## config.mk

```make
export PLATFORM = sky130hd
export DESIGN_NAME = lss_sequencer_sync
export DESIGN_NICKNAME = d
export VERILOG_FILES = /design/src/lss_pkg.sv /design/src/lss_trig_rx.sv /design/src/lss_clk_det.sv /design/src/lss_sequencer_sync.sv
export SDC_FILE = /design/constraint.sdc
export NUM_CORES = 1
export LEC_CHECK = 0
export BUFFER_PORTS_ARGS = -buffer_cell sky130_fd_sc_hd__buf_2
export CAP_MARGIN = 10
export CORE_MARGIN = 8
export CORE_UTILIZATION = 45
export DETAILED_ROUTE_END_ITERATION = 10
export PLACE_DENSITY = 0.72
export SLEW_MARGIN = 15
export SYNTH_ARGS = -nofsm -noshare
export SYNTH_HDL_FRONTEND = slang
export SYNTH_HIERARCHICAL = 1
export SYNTH_SLANG_ARGS = --single-unit
```

## constraint.sdc

```tcl
create_clock -name sys_clk -period 2.05 [get_ports sys_clk]
set_input_delay 0.615 -clock sys_clk [delete_from_list [all_inputs] [get_ports sys_clk]]
set_output_delay 0.615 -clock sys_clk [all_outputs]
set_load 0.005 [all_outputs]
```

## src/lss_pkg.sv

```systemverilog
// Functional notes
// send takes 16 ticks, wait at least 16
// engines latch received triggers until consumed
// matching wait clears the latched triggers
// wait stalls until all selected triggers seen
// external trigger needs two ticks low
// sent external trigger lasts three ticks
// external trigger line is active low
// own driven pulse is never received
// external send completes before external wait
// wait mask 12:7, send mask 6:1
// top bits 111 decode as trigger
// power save only with enable bit set
// engines keep running during power save
// all three channels must allow power save
// mode decides power save eligibility
// look-ahead checks each channel instruction
// wait qualifies beyond 50/80 ms idle
// ramp at zero qualifies beyond 50/80 ms
// zero set-pwm needs 50 ms following wait
// pwm demand in power save starts wake-up
// clock source field selects ext/int/auto
// detector: stuck or under 15 kHz absent
// status bit shows detected outside clock
// auto selection falls back to internal
package lss_pkg;
   localparam int SYS_HZ = 100_000_000;
   localparam int SEQ_HZ = 32768;
   localparam int INT_DIV = SYS_HZ / SEQ_HZ;
   localparam int DET_MIN_HZ = 15000;
   localparam int DET_LIMIT = SYS_HZ / DET_MIN_HZ;
   localparam int CMD_TICKS = 16;
   localparam int RX_MIN_TICKS = 2;
   localparam int TX_TICKS = 3;
   localparam int PS_MS_FAST = 50;
   localparam int PS_MS_SLOW = 80;
   localparam logic [15:0] PS_TICKS_FAST = 16'(PS_MS_FAST * SEQ_HZ / 1000);
   localparam logic [15:0] PS_TICKS_SLOW = 16'(PS_MS_SLOW * SEQ_HZ / 1000);
   localparam logic [7:0] REG_SETUP = 8'h08;
   localparam logic [7:0] REG_STATUS = 8'h0C;
   localparam logic [7:0] SETUP_RESET = 8'h00;
   localparam int SETUP_CLK_LSB = 0;
   localparam int SETUP_DET_BIT = 1;
   localparam int SETUP_PS_BIT = 5;
   localparam int STATUS_CLK_BIT = 0;
   localparam logic [1:0] CLK_EXT = 2'h0;
   localparam logic [1:0] CLK_AUTO = 2'h2;
   localparam int TRG_WAIT_LSB = 7;
   localparam int TRG_SEND_LSB = 1;
   localparam int SRC_EXT = 5;
   localparam logic [5:0] SRC_USED = 6'h27;
   localparam int RAMP_PRESCALE_BIT = 14;
   localparam int END_RESET_BIT = 11;
   localparam logic [1:0] MODE_OFF = 2'h0;
   localparam logic [1:0] MODE_LOAD = 2'h1;
   localparam logic [1:0] MODE_RUN = 2'h2;
   localparam logic [1:0] MODE_DIRECT = 2'h3;
   typedef enum logic [2:0] {
      CMD_GOSTART = 3'h0, CMD_RAMP = 3'h1, CMD_WAIT = 3'h2, CMD_SETPWM = 3'h3,
      CMD_BRANCH = 3'h4, CMD_END = 3'h5, CMD_TRIG = 3'h6, CMD_OTHER = 3'h7
   } lss_cmd_t;
   typedef enum logic [1:0] {E_IDLE = 2'h0, E_SEND = 2'h1, E_WAIT = 2'h2} lss_eng_t;
   // bit 0 of a trigger word is a don't-care
   function automatic lss_cmd_t lss_decode(input logic [15:0] ins);
      if (ins[15:13] == 3'h7) return CMD_TRIG;
      if (ins[15:13] == 3'h6) return CMD_END;
      if (ins[15:13] == 3'h5) return CMD_BRANCH;
      if (ins[15]) return CMD_OTHER;
      if (ins == 16'h0000) return CMD_GOSTART;
      if (ins[15:8] == 8'h40) return CMD_SETPWM;
      if (ins[6:0] == 7'h00) return CMD_WAIT;
      return CMD_RAMP;
   endfunction
endpackage

```

## src/lss_trig_rx.sv

```systemverilog
`timescale 1ns/1ps
module lss_trig_rx
   import lss_pkg::*;
(
   input wire logic sys_clk,
   input wire logic reset_n,
   input wire logic trig_in,
   input wire logic tick,
   input wire logic self_drive,
   output logic rx_pulse
);
   typedef struct packed {
      logic s1;
      logic s2;
      logic blank;
      logic [1:0] low_cnt;
      logic pulse;
   } lss_rx_t;
   lss_rx_t st, next_st;
   // low must persist over two ticks; own pulse blanks until a tick after release
   always_comb begin
      next_st = st;
      next_st.s1 = trig_in;
      next_st.s2 = st.s1;
      next_st.pulse = 1'b0;
      if (self_drive) begin
         next_st.blank = 1'b1;
      end else if (tick) begin
         next_st.blank = 1'b0;
      end
      if (self_drive || st.blank) begin
         next_st.low_cnt = 2'h0;
      end else if (tick) begin
         if (!st.s2) begin
            if (st.low_cnt != 2'(RX_MIN_TICKS)) begin
               next_st.low_cnt = st.low_cnt + 2'h1;
            end
            next_st.pulse = (st.low_cnt == 2'(RX_MIN_TICKS - 1));
         end else begin
            next_st.low_cnt = 2'h0;
         end
      end
   end
   always_ff @(posedge sys_clk or negedge reset_n) begin
      if (!reset_n) begin
         st <= '{s1: 1'b1, s2: 1'b1, blank: 1'b0, low_cnt: 2'h0, pulse: 1'b0};
      end else begin
         st <= next_st;
      end
   end
   assign rx_pulse = st.pulse;
endmodule // lss_trig_rx

```

## src/lss_clk_det.sv

```systemverilog
`timescale 1ns/1ps
module lss_clk_det
   import lss_pkg::*;
#(
   parameter int LIMIT = DET_LIMIT
) (
   input wire logic sys_clk,
   input wire logic reset_n,
   input wire logic slow_clock_input,
   input wire logic enable,
   output logic present,
   output logic edge_pulse
);
   if (LIMIT < 4 || LIMIT > 65535) begin : g_chk
      $error("LIMIT out of range");
   end
   typedef struct packed {
      logic s1;
      logic s2;
      logic s3;
      logic [15:0] cnt;
      logic present;
   } lss_det_t;
   lss_det_t st, next_st;
   logic rise;
   assign rise = st.s2 && !st.s3;
   // period measured between rising edges; saturating count catches stuck levels
   always_comb begin
      next_st = st;
      next_st.s1 = slow_clock_input;
      next_st.s2 = st.s1;
      next_st.s3 = st.s2;
      if (rise) begin
         next_st.cnt = 16'h0000;
         next_st.present = enable && (st.cnt < 16'(LIMIT));
      end else if (st.cnt >= 16'(LIMIT)) begin
         next_st.present = 1'b0;
      end else begin
         next_st.cnt = st.cnt + 16'h0001;
      end
      if (!enable) next_st.present = 1'b0;
   end
   always_ff @(posedge sys_clk or negedge reset_n) begin
      if (!reset_n) begin
         st <= '0;
      end else begin
         st <= next_st;
      end
   end
   assign present = st.present;
   assign edge_pulse = rise;
endmodule // lss_clk_det

```

## src/lss_sequencer_sync.sv

```systemverilog
`timescale 1ns/1ps
module lss_sequencer_sync
   import lss_pkg::*;
#(
   parameter int DET_CYCLES = DET_LIMIT
) (
   input wire logic sys_clk,
   input wire logic reset_n,
   input wire logic reg_wr,
   input wire logic [7:0] reg_addr,
   input wire logic [7:0] reg_wdata,
   output logic [7:0] reg_rdata,
   input wire logic slow_clock_input,
   input wire logic trig_in,
   output logic trig_out,
   output logic trig_oe,
   input wire logic [2:0] chan_issue,
   input wire logic [47:0] chan_instr,
   output logic [2:0] chan_done,
   input wire logic [5:0] chan_mode,
   input wire logic [2:0] pwm_active,
   input wire logic [47:0] time_left,
   input wire logic [47:0] next_wait,
   output logic seq_tick,
   output logic power_save,
   output logic wake_start,
   output logic outside_clock_present
);
   import lss_pkg::*;
   if (INT_DIV < 2 || INT_DIV > 4095) begin : g_chk
      $error("internal divider out of range");
   end
   typedef struct packed {
      logic [11:0] div;
      logic ext_sel;
      logic tick;
      logic [7:0] setup;
      logic [7:0] rdata;
      lss_eng_t [2:0] eng;
      logic [2:0][3:0] cnt;
      logic [2:0][5:0] wmask;
      logic [2:0][5:0] lat;
      logic [2:0] done;
      logic tx_req;
      logic tx_on;
      logic [1:0] tx_cnt;
      logic ps;
      logic wake;
   } lss_state_t;
   lss_state_t st, next_st;
   logic det_present, det_edge, rx_pulse, ps_all;
   logic [2:0] ps_ok;
   logic [2:0][5:0] setv, clrv;
   logic [1:0] clk_src;
   logic det_en;
   assign clk_src = st.setup[SETUP_CLK_LSB +: 2];
   assign det_en = st.setup[SETUP_DET_BIT];

   lss_clk_det #(.LIMIT(DET_CYCLES)) u_det (
      .sys_clk(sys_clk),
      .reset_n(reset_n),
      .slow_clock_input(slow_clock_input),
      .enable(det_en),
      .present(det_present),
      .edge_pulse(det_edge)
   );

   lss_trig_rx u_rx (
      .sys_clk(sys_clk),
      .reset_n(reset_n),
      .trig_in(trig_in),
      .tick(st.tick),
      .self_drive(st.tx_on),
      .rx_pulse(rx_pulse)
   );

   // per-channel look-ahead; evaluated each cycle so it tracks every instruction
   always_comb begin
      for (int i = 0; i < 3; i++) begin
         logic [15:0] ins;
         logic [15:0] tl;
         logic [15:0] thr;
         ins = chan_instr[16*i +: 16];
         tl = time_left[16*i +: 16];
         thr = ins[RAMP_PRESCALE_BIT] ? PS_TICKS_SLOW : PS_TICKS_FAST;
         ps_ok[i] = 1'b0;
         unique case (chan_mode[2*i +: 2])
            MODE_OFF: ps_ok[i] = 1'b1;
            MODE_LOAD: ps_ok[i] = 1'b0;
            MODE_DIRECT: ps_ok[i] = !pwm_active[i];
            MODE_RUN: begin
               unique case (lss_decode(ins))
                  CMD_WAIT: ps_ok[i] = !pwm_active[i] && (tl > thr);
                  CMD_RAMP: ps_ok[i] = !pwm_active[i] && (tl > thr);
                  CMD_SETPWM: ps_ok[i] = (ins[7:0] == 8'h00)
                     && (next_wait[16*i +: 16] >= PS_TICKS_FAST);
                  CMD_END: ps_ok[i] = !pwm_active[i] || ins[END_RESET_BIT];
                  CMD_TRIG: ps_ok[i] = !pwm_active[i];
                  default: ps_ok[i] = !pwm_active[i];
               endcase
            end
         endcase
      end
   end
   assign ps_all = st.setup[SETUP_PS_BIT] && (&ps_ok);

   // main next-state: clock select, trigger engines, external pulse, registers
   always_comb begin
      next_st = st;
      setv = '0;
      clrv = '0;
      next_st.done = 3'h0;
      // clock source: forced outside, internal, or detector-steered
      unique case (clk_src)
         CLK_EXT: next_st.ext_sel = 1'b1;
         CLK_AUTO: next_st.ext_sel = det_present;
         default: next_st.ext_sel = 1'b0;
      endcase
      next_st.div = (st.div == 12'(INT_DIV - 1)) ? 12'h000 : st.div + 12'h001;
      next_st.tick = st.ext_sel ? det_edge : (st.div == 12'(INT_DIV - 1));
      // engines run regardless of power save
      for (int i = 0; i < 3; i++) begin
         logic [15:0] ins;
         logic [5:0] snd;
         ins = chan_instr[16*i +: 16];
         snd = ins[TRG_SEND_LSB +: 6] & SRC_USED;
         unique case (st.eng[i])
            E_IDLE: begin
               if (chan_issue[i] && lss_decode(ins) == CMD_TRIG) begin
                  for (int j = 0; j < 3; j++) begin
                     setv[j][i] = snd[j];
                  end
                  if (snd[SRC_EXT]) next_st.tx_req = 1'b1;
                  next_st.wmask[i] = ins[TRG_WAIT_LSB +: 6] & SRC_USED;
                  next_st.cnt[i] = 4'h0;
                  next_st.eng[i] = E_SEND;
               end
            end
            E_SEND: begin
               if (st.tick) begin
                  if (st.cnt[i] == 4'(CMD_TICKS - 1)) begin
                     if (st.wmask[i] == 6'h00) begin
                        next_st.done[i] = 1'b1;
                        next_st.eng[i] = E_IDLE;
                     end else begin
                        next_st.eng[i] = E_WAIT;
                     end
                  end else begin
                     next_st.cnt[i] = st.cnt[i] + 4'h1;
                  end
               end
            end
            E_WAIT: begin
               // stall until every selected source latched; ext send must finish first
               if ((st.lat[i] & st.wmask[i]) == st.wmask[i]
                   && !(st.wmask[i][SRC_EXT] && (st.tx_req || st.tx_on))) begin
                  clrv[i] = st.wmask[i];
                  next_st.done[i] = 1'b1;
                  next_st.eng[i] = E_IDLE;
               end
            end
            default: next_st.eng[i] = E_IDLE;
         endcase
         if (rx_pulse) setv[i][SRC_EXT] = 1'b1;
      end
      // set beats clear so a trigger arriving at consume time survives
      for (int i = 0; i < 3; i++) begin
         next_st.lat[i] = (st.lat[i] & ~clrv[i]) | setv[i];
      end
      // line pulse starts on a tick so it spans exactly three tick periods
      if (st.tick) begin
         if (st.tx_on) begin
            if (st.tx_cnt == 2'(TX_TICKS - 1)) begin
               next_st.tx_on = 1'b0;
            end else begin
               next_st.tx_cnt = st.tx_cnt + 2'h1;
            end
         end else if (st.tx_req) begin
            next_st.tx_req = 1'b0;
            next_st.tx_on = 1'b1;
            next_st.tx_cnt = 2'h0;
         end
      end
      // power save and wake-up when pwm is needed again
      next_st.ps = ps_all;
      next_st.wake = st.ps && !ps_all && (|pwm_active);
      // register port: writes to the setup word, registered read data
      if (reg_wr && reg_addr == REG_SETUP) next_st.setup = reg_wdata;
      unique case (reg_addr)
         REG_SETUP: next_st.rdata = st.setup;
         REG_STATUS: begin
            next_st.rdata = 8'h00;
            next_st.rdata[STATUS_CLK_BIT] = det_en && det_present;
         end
         default: next_st.rdata = 8'h00;
      endcase
   end

   always_ff @(posedge sys_clk or negedge reset_n) begin
      if (!reset_n) begin
         st <= '0;
         st.setup <= SETUP_RESET;
      end else begin
         st <= next_st;
      end
   end

   // outputs straight from flops, except outside_clock_present (det_present gated by det_en) and trig_out, tied low; line is open drain, driven only low
   assign reg_rdata = st.rdata;
   assign trig_out = 1'b0;
   assign trig_oe = st.tx_on;
   assign chan_done = st.done;
   assign seq_tick = st.tick;
   assign power_save = st.ps;
   assign wake_start = st.wake;
   assign outside_clock_present = det_en && det_present;

   // helper: ticks counted while the line is pulled
   logic [2:0] tx_ticks;
   always_ff @(posedge sys_clk or negedge reset_n) begin
      if (!reset_n) tx_ticks <= 3'h0;
      else if (!st.tx_on) tx_ticks <= 3'h0;
      else if (st.tick) tx_ticks <= tx_ticks + 3'h1;
   end
endmodule // lss_sequencer_sync

```

Yosys cells after proc, flatten, opt, wreduce, memory -nomap -nowiden
Cells that the tools add are included.
W data, S select, Z words.

storage, ports and cells
  bits of input ports = 177
  bits in registers = 113
  word-level logic and storage cells = 631

cells by class
  bitwise operators = 12
  eq/ne operators = 73
  multiplexer cells = 421
  reduce and logical (&&, ||, !) cells = 77
  magnitude comparators = 8
  $add $sub $neg = 7

operators with widths
  kind                    count
  $mux W3                 124
  $mux W1                 238
  $ge A16 B11 Y1 const B  3
  $gt A16 B12 Y1          3
  $logic_not A16 Y1       3
  $mux W12                4
  $eq A3 B3 Y1 const B    15
  $mux W4                 11
  $mux W2                 19
  $and A6 B6 Y6           6
  $mux W6                 6
  $ne A2 B2 Y1 const B    18
  $eq A8 B7 Y1 const B    3
  $logic_not A8 Y1        3
  $pmux W4 S2             3
  $reduce_and A4 Y1       6
  $eq A2 B2 Y1 const B    11
  $logic_and A1 B1 Y1     22
  $logic_not A7 Y1        3
  $eq A3 B2 Y1 const B    6
  $eq A6 B6 Y1            3
  $logic_not A6 Y1        3
  $not A6 Y6              3
  $or A6 B6 Y6            3
  other kinds (28)        79

Depth between registers and ports, before layout
  depth in word-level cells = 51
  gate-level depth with buffers = 9
  depth with buffers taken out = 8

By module
The synthesis kept the hierarchy.

by module, submodules not included
  module              area an instance (um^2)  cells each  instances  sequential area each (um^2)
  lss_sequencer_sync  4,818.4                  515         1          2,026.9
  lss_clk_det         1,002.2                  94          1          500.5
  lss_trig_rx         264.0                    23          1          152.6

Worst setup path before layout
Ideal clock, no wire load.

  path kind = input to register
  from = input port chan_instr[30]
  to = register st (netlist bit power_save)
  cell stages on the path = 8
  setup slack = -0.075 ns
  path buffers = 0
  arrival = 2.006 ns
  cells stage by stage = inv_1 -> ha_1 -> a21o_1 -> a311oi_1 -> a211oi_1 -> o41ai_2 -> o2111ai_1 -> and3_1

RTL lines
  what                  RTL line                   text
  start, declared       lss_sequencer_sync.sv:18   input wire logic [47:0] chan_instr,
  end signal, assigned  lss_sequencer_sync.sv:204  st <= next_st;
  end, declared         lss_sequencer_sync.sv:50   lss_state_t st, next_st;

==> flow_metrics.py <==
metrics = {
    "yosys": {
        "synth-edff-count": 0,
        "synthFlopType": "dfrtp_1",
        "yosysWarnings": 6,
        "async_reset_ff_share_pct": 100,
        "synth-seq-area-share_pct": 44.0,
        "syn_area_um2": 6080,
        "synth-seq-cells": 107,
        "ys_types": 64,
        "avgSynthCellArea_um2": 9.63,
        "synth_fp_nets": 849,
        "netlist_instances": 632,
    },
    "detailed_routing": {
        "route.detailed.drc": 0,
        "wl_um": 16600,
        "drtIter0Drc": 160,
        "drt_first_pass_iters": 5,
        "wl_per_cell_um": 16.1,
        "viasPerCell": 5.32,
        "vias": 5478,
        "postRouteAntennaNets": 0,
    },
    "critical_path": {
        "crit_type": "in2reg",
        "setup.worst_path.end_class": "flop",
        "arrival_ns": 2.33,
        "path_cells": "buf_4 -> buf_4 -> ha_1 -> nand4_1 -> nor4_4 -> a211oi_2 -> o41ai_2 -> o2111ai_2 -> and3_1",
        "reg2reg_depth": 6,
        "critPathRequiredTime_ns": 2.29,
        "reg2reg_from": "u_det/st[7]$_DFFE_PN0P_",
        "r2r_end": "u_det/st[8]$_DFFE_PN0P_",
        "crit_top_cell": "buf_4",
        "r2r_slack_ns": 0.20,
        "start_kind": "input port",
        "cp_slowest_stage_delay_ns": 0.30,
        "cp_slowest_cell": "ha_1",
        "cp_num_buf_inv": 2,
        "cpLargestDelayFamily": "simple AND/OR/NAND/NOR gates",
        "path_max_fanout": 6,
    },
    "finish": {
        "stdcell_area_um2": 7890,
        "final_util_pct": 59.6,
        "final_nets": 1064,
        "num-fill-cells": 1171,
        "drive_gt1_share_pct": 33.6,
        "synthToLayoutAreaGrowth_pct": 29.6,
    },
    "placed_design": {
        "dpl_cell_area_um2": 7410,
        "place_congestion": 0.943,
        "io_buffers": 189,
        "dpl.hpwl_um": 13200,
    },
    "pwr": {
        "internal_power_mw": 4.70,
        "finalPower_mw": 6.80,
        "seqPwrFrac_pct": 43.3,
        "power_leakage_nw": 3.85,
        "peakVddDrop_uv": 451,
        "p_per_area_nw_per_um2": 861,
        "power_frac_comb_pct": 27.8,
        "power_frac_clock_pct": 28.9,
        "power_switching_mw": 2.10,
        "swShare_pct": 30.9,
    },
    "floorplan": {
        "start_util_pct": 45.9,
        "die_w_um": 132,
        "fp.dieArea_um2": 17500,
        "io-pin-count": 194,
        "rows": 42,
        "die_y_um": 132,
        "core-area_um2": 13200,
    },
    "run_status": {
        "violations": "setup timing",
        "outcome": "complete, but fails checks",
    },
    "clocking": {
        "clock-sinks": 107,
        "cts_made_buffers": 9,
        "cts_tree": "done",
        "cts-root-buf": "clkbuf_16",
        "clk_latency_ns": 0.35,
        "clkSlewWorstSetupHoldPaths_ns": 0.07,
        "cts_hold_buf": 0,
        "clk_path_buf_depth": 2,
        "htree_levels": 3,
    },
    "sta": {
        "skew_ns": 0.00790,
        "rsz0062_at_grt": "yes",
        "max_slew_margin_pct": 65.3,
        "hold_viol": 0,
        "period_needed_ns": 2.09,
        "maxSlewViolCount": 0,
        "fmax_mhz": 478,
        "holdWs_ns": 0.189,
        "fin_ws_ns": -0.0411,
        "tightest_slew_ns": 0.520,
        "period_share_pct": 102,
        "finalSetupViolations": 1,
        "fin_tns_setup_ns": -0.0411,
    },
    "grt": {
        "overflow": 0,
        "grt_busiest_layer": "met2",
        "grtUsageMet3_pct": 4.50,
        "grt_pass1_wl_um": 26300,
        "gr-usage-met1_pct": 21.7,
        "grt_pass1_vias": 5339,
        "grt_max_degree": 36,
        "use_met2_pct": 31.8,
        "antenna_found_initial": 2,
        "grtUsageTotal_pct": 18.5,
    },
    "min_path": {
        "worstHoldPathType": "in2async",
    },
    "flow_run": {
        "drv_cap": 0,
    },
}
## through the flow
stage | worst slack, ns | instances
3_3_place_gp | -0.390 | 1011
6_report | -0.0411 | 1030
4_1_cts | -0.0113 | 1027
2_1_floorplan | -0.0259 | 632
3_5_place_dp | -0.423 | 1011
5_1_grt | -0.0537 | 1030
## placed cells by master (no fill, tap or decap), types with 5 or more instances in the layout
cell / count
buf_4: 35
ha_4: 6
buf_2: 186
o22ai_1: 8
a21oi_1: 12
nor3_1: 9
and2_1: 15
inv_1: 45
nand2_1: 73
a211oi_1: 6
dfrtp_1: 105
clkbuf_16: 9
nand2b_1: 6
nand4_1: 12
ha_1: 34
xor2_1: 9
nor4_1: 22
nand3_1: 17
a22o_1: 11
mux2_2: 15
nor2_1: 49
or4_1: 5
a21o_1: 6
nor2b_1: 6
xnor2_1: 14
o211ai_1: 6
a211o_1: 6
and3_1: 9
o21ai_0: 29
## kinds of logic after synthesis
| kind of cell | share of synthesized area (%) |
|---|---|
| adders and majority gates | 8.23 |
| AOI/OAI and AO/OA | 15.3 |
| xor gates and xnor gates | 3.31 |
| muxes | 2.94 |
| buffers and inverters | 4.94 |
| and+or+nand+nor | 21.1 |
| DFF | 44.0 |
| other | 0.0616 |
## sequential cells by signal (all words and copies together), names as in the netlist, 2 cells and up
register / count
st: 64
reg_rdata: 8
u_det/next_st: 2
chan_done: 3
clk_src: 2
u_det/st: 17
u_rx/st: 4
## power by group through the flow
stage / Sequential (mW) / Combinational, mW / Clock (mW)
3_3_place_gp: 2.96 / 1.80 / 0
3_5_place_dp: 2.97 / 1.86 / 0
4_1_cts: 2.94 / 1.88 / 2.01
6_report: 2.94 / 1.89 / 1.97
5_1_grt: 3.01 / 2.16 / 2.09
2_1_floorplan: 2.90 / 1.20 / 0
## metal layers
metal  share of wire (%)  up-vias
li1                    -     2720
met1                  42     2561
met2                  49      176
met3                 7.5       21
met4                 1.8        0
met5                   0        -
## worst max-delay path by stage
stage,cells past startpoint,slack [ns],endpoint,start
2_1_floorplan,8,-0.03,power_save$_DFF_PN0_,chan_instr[30]
3_3_place_gp,9,-0.39,power_save$_DFF_PN0_,chan_instr[30]
3_5_place_dp,9,-0.42,power_save$_DFF_PN0_,chan_instr[30]
4_1_cts,8,-0.01,power_save$_DFF_PN0_,chan_instr[30]
5_1_grt,8,-0.05,power_save$_DFF_PN0_,chan_instr[30]
6_report,9,-0.04,power_save$_DFF_PN0_,chan_instr[30]
## area by class of cell
type	instances	area (um^2)	area share, %
multi-input combinational	457	3220	40.8
sequential	107	2680	34.0
timing repair buffer	223	1230	15.6
clock buffer	11	243	3.08
tap	176	220	2.79
inverter	49	184	2.33
clock inverter	5	100	1.27
antenna	2	5.00	0.0635
## repair_timing
item,CTS,global route
cloned,0,0
endpoints found under the setup margin,2,2
buffers inserted,0,1
endpoints found under the hold margin,0,0
resized for setup,3,18
pin swaps,0,5
## synth_stat cells (5+ instances only)
cell type / n / area [um^2]
o22ai_1: 8 / 50.1
nand2b_1: 6 / 37.5
nor3_1: 9 / 45.0
a211o_1: 6 / 52.6
nor4_1: 23 / 144
a21oi_1: 12 / 60.1
mux2_2: 15 / 169
clkbuf_1: 7 / 26.3
and3_1: 9 / 56.3
inv_1: 48 / 180
o21ai_0: 30 / 150
ha_1: 40 / 500
a21o_1: 6 / 45.0
or3_1: 5 / 31.3
nand2_1: 73 / 274
nor2_1: 49 / 184
dfrtp_1: 105 / 2630
a22o_1: 11 / 96.3
nand4_1: 12 / 75.1
buf_4: 12 / 90.1
nor2b_1: 6 / 37.5
and2_1: 15 / 93.8
nand3_1: 18 / 90.1
a211oi_1: 7 / 52.6
xnor2_1: 14 / 123
o211ai_1: 6 / 45.0
xor2_1: 9 / 78.8
or4_1: 5 / 37.5
No activity file was read; power rests on OpenSTA's default activity.
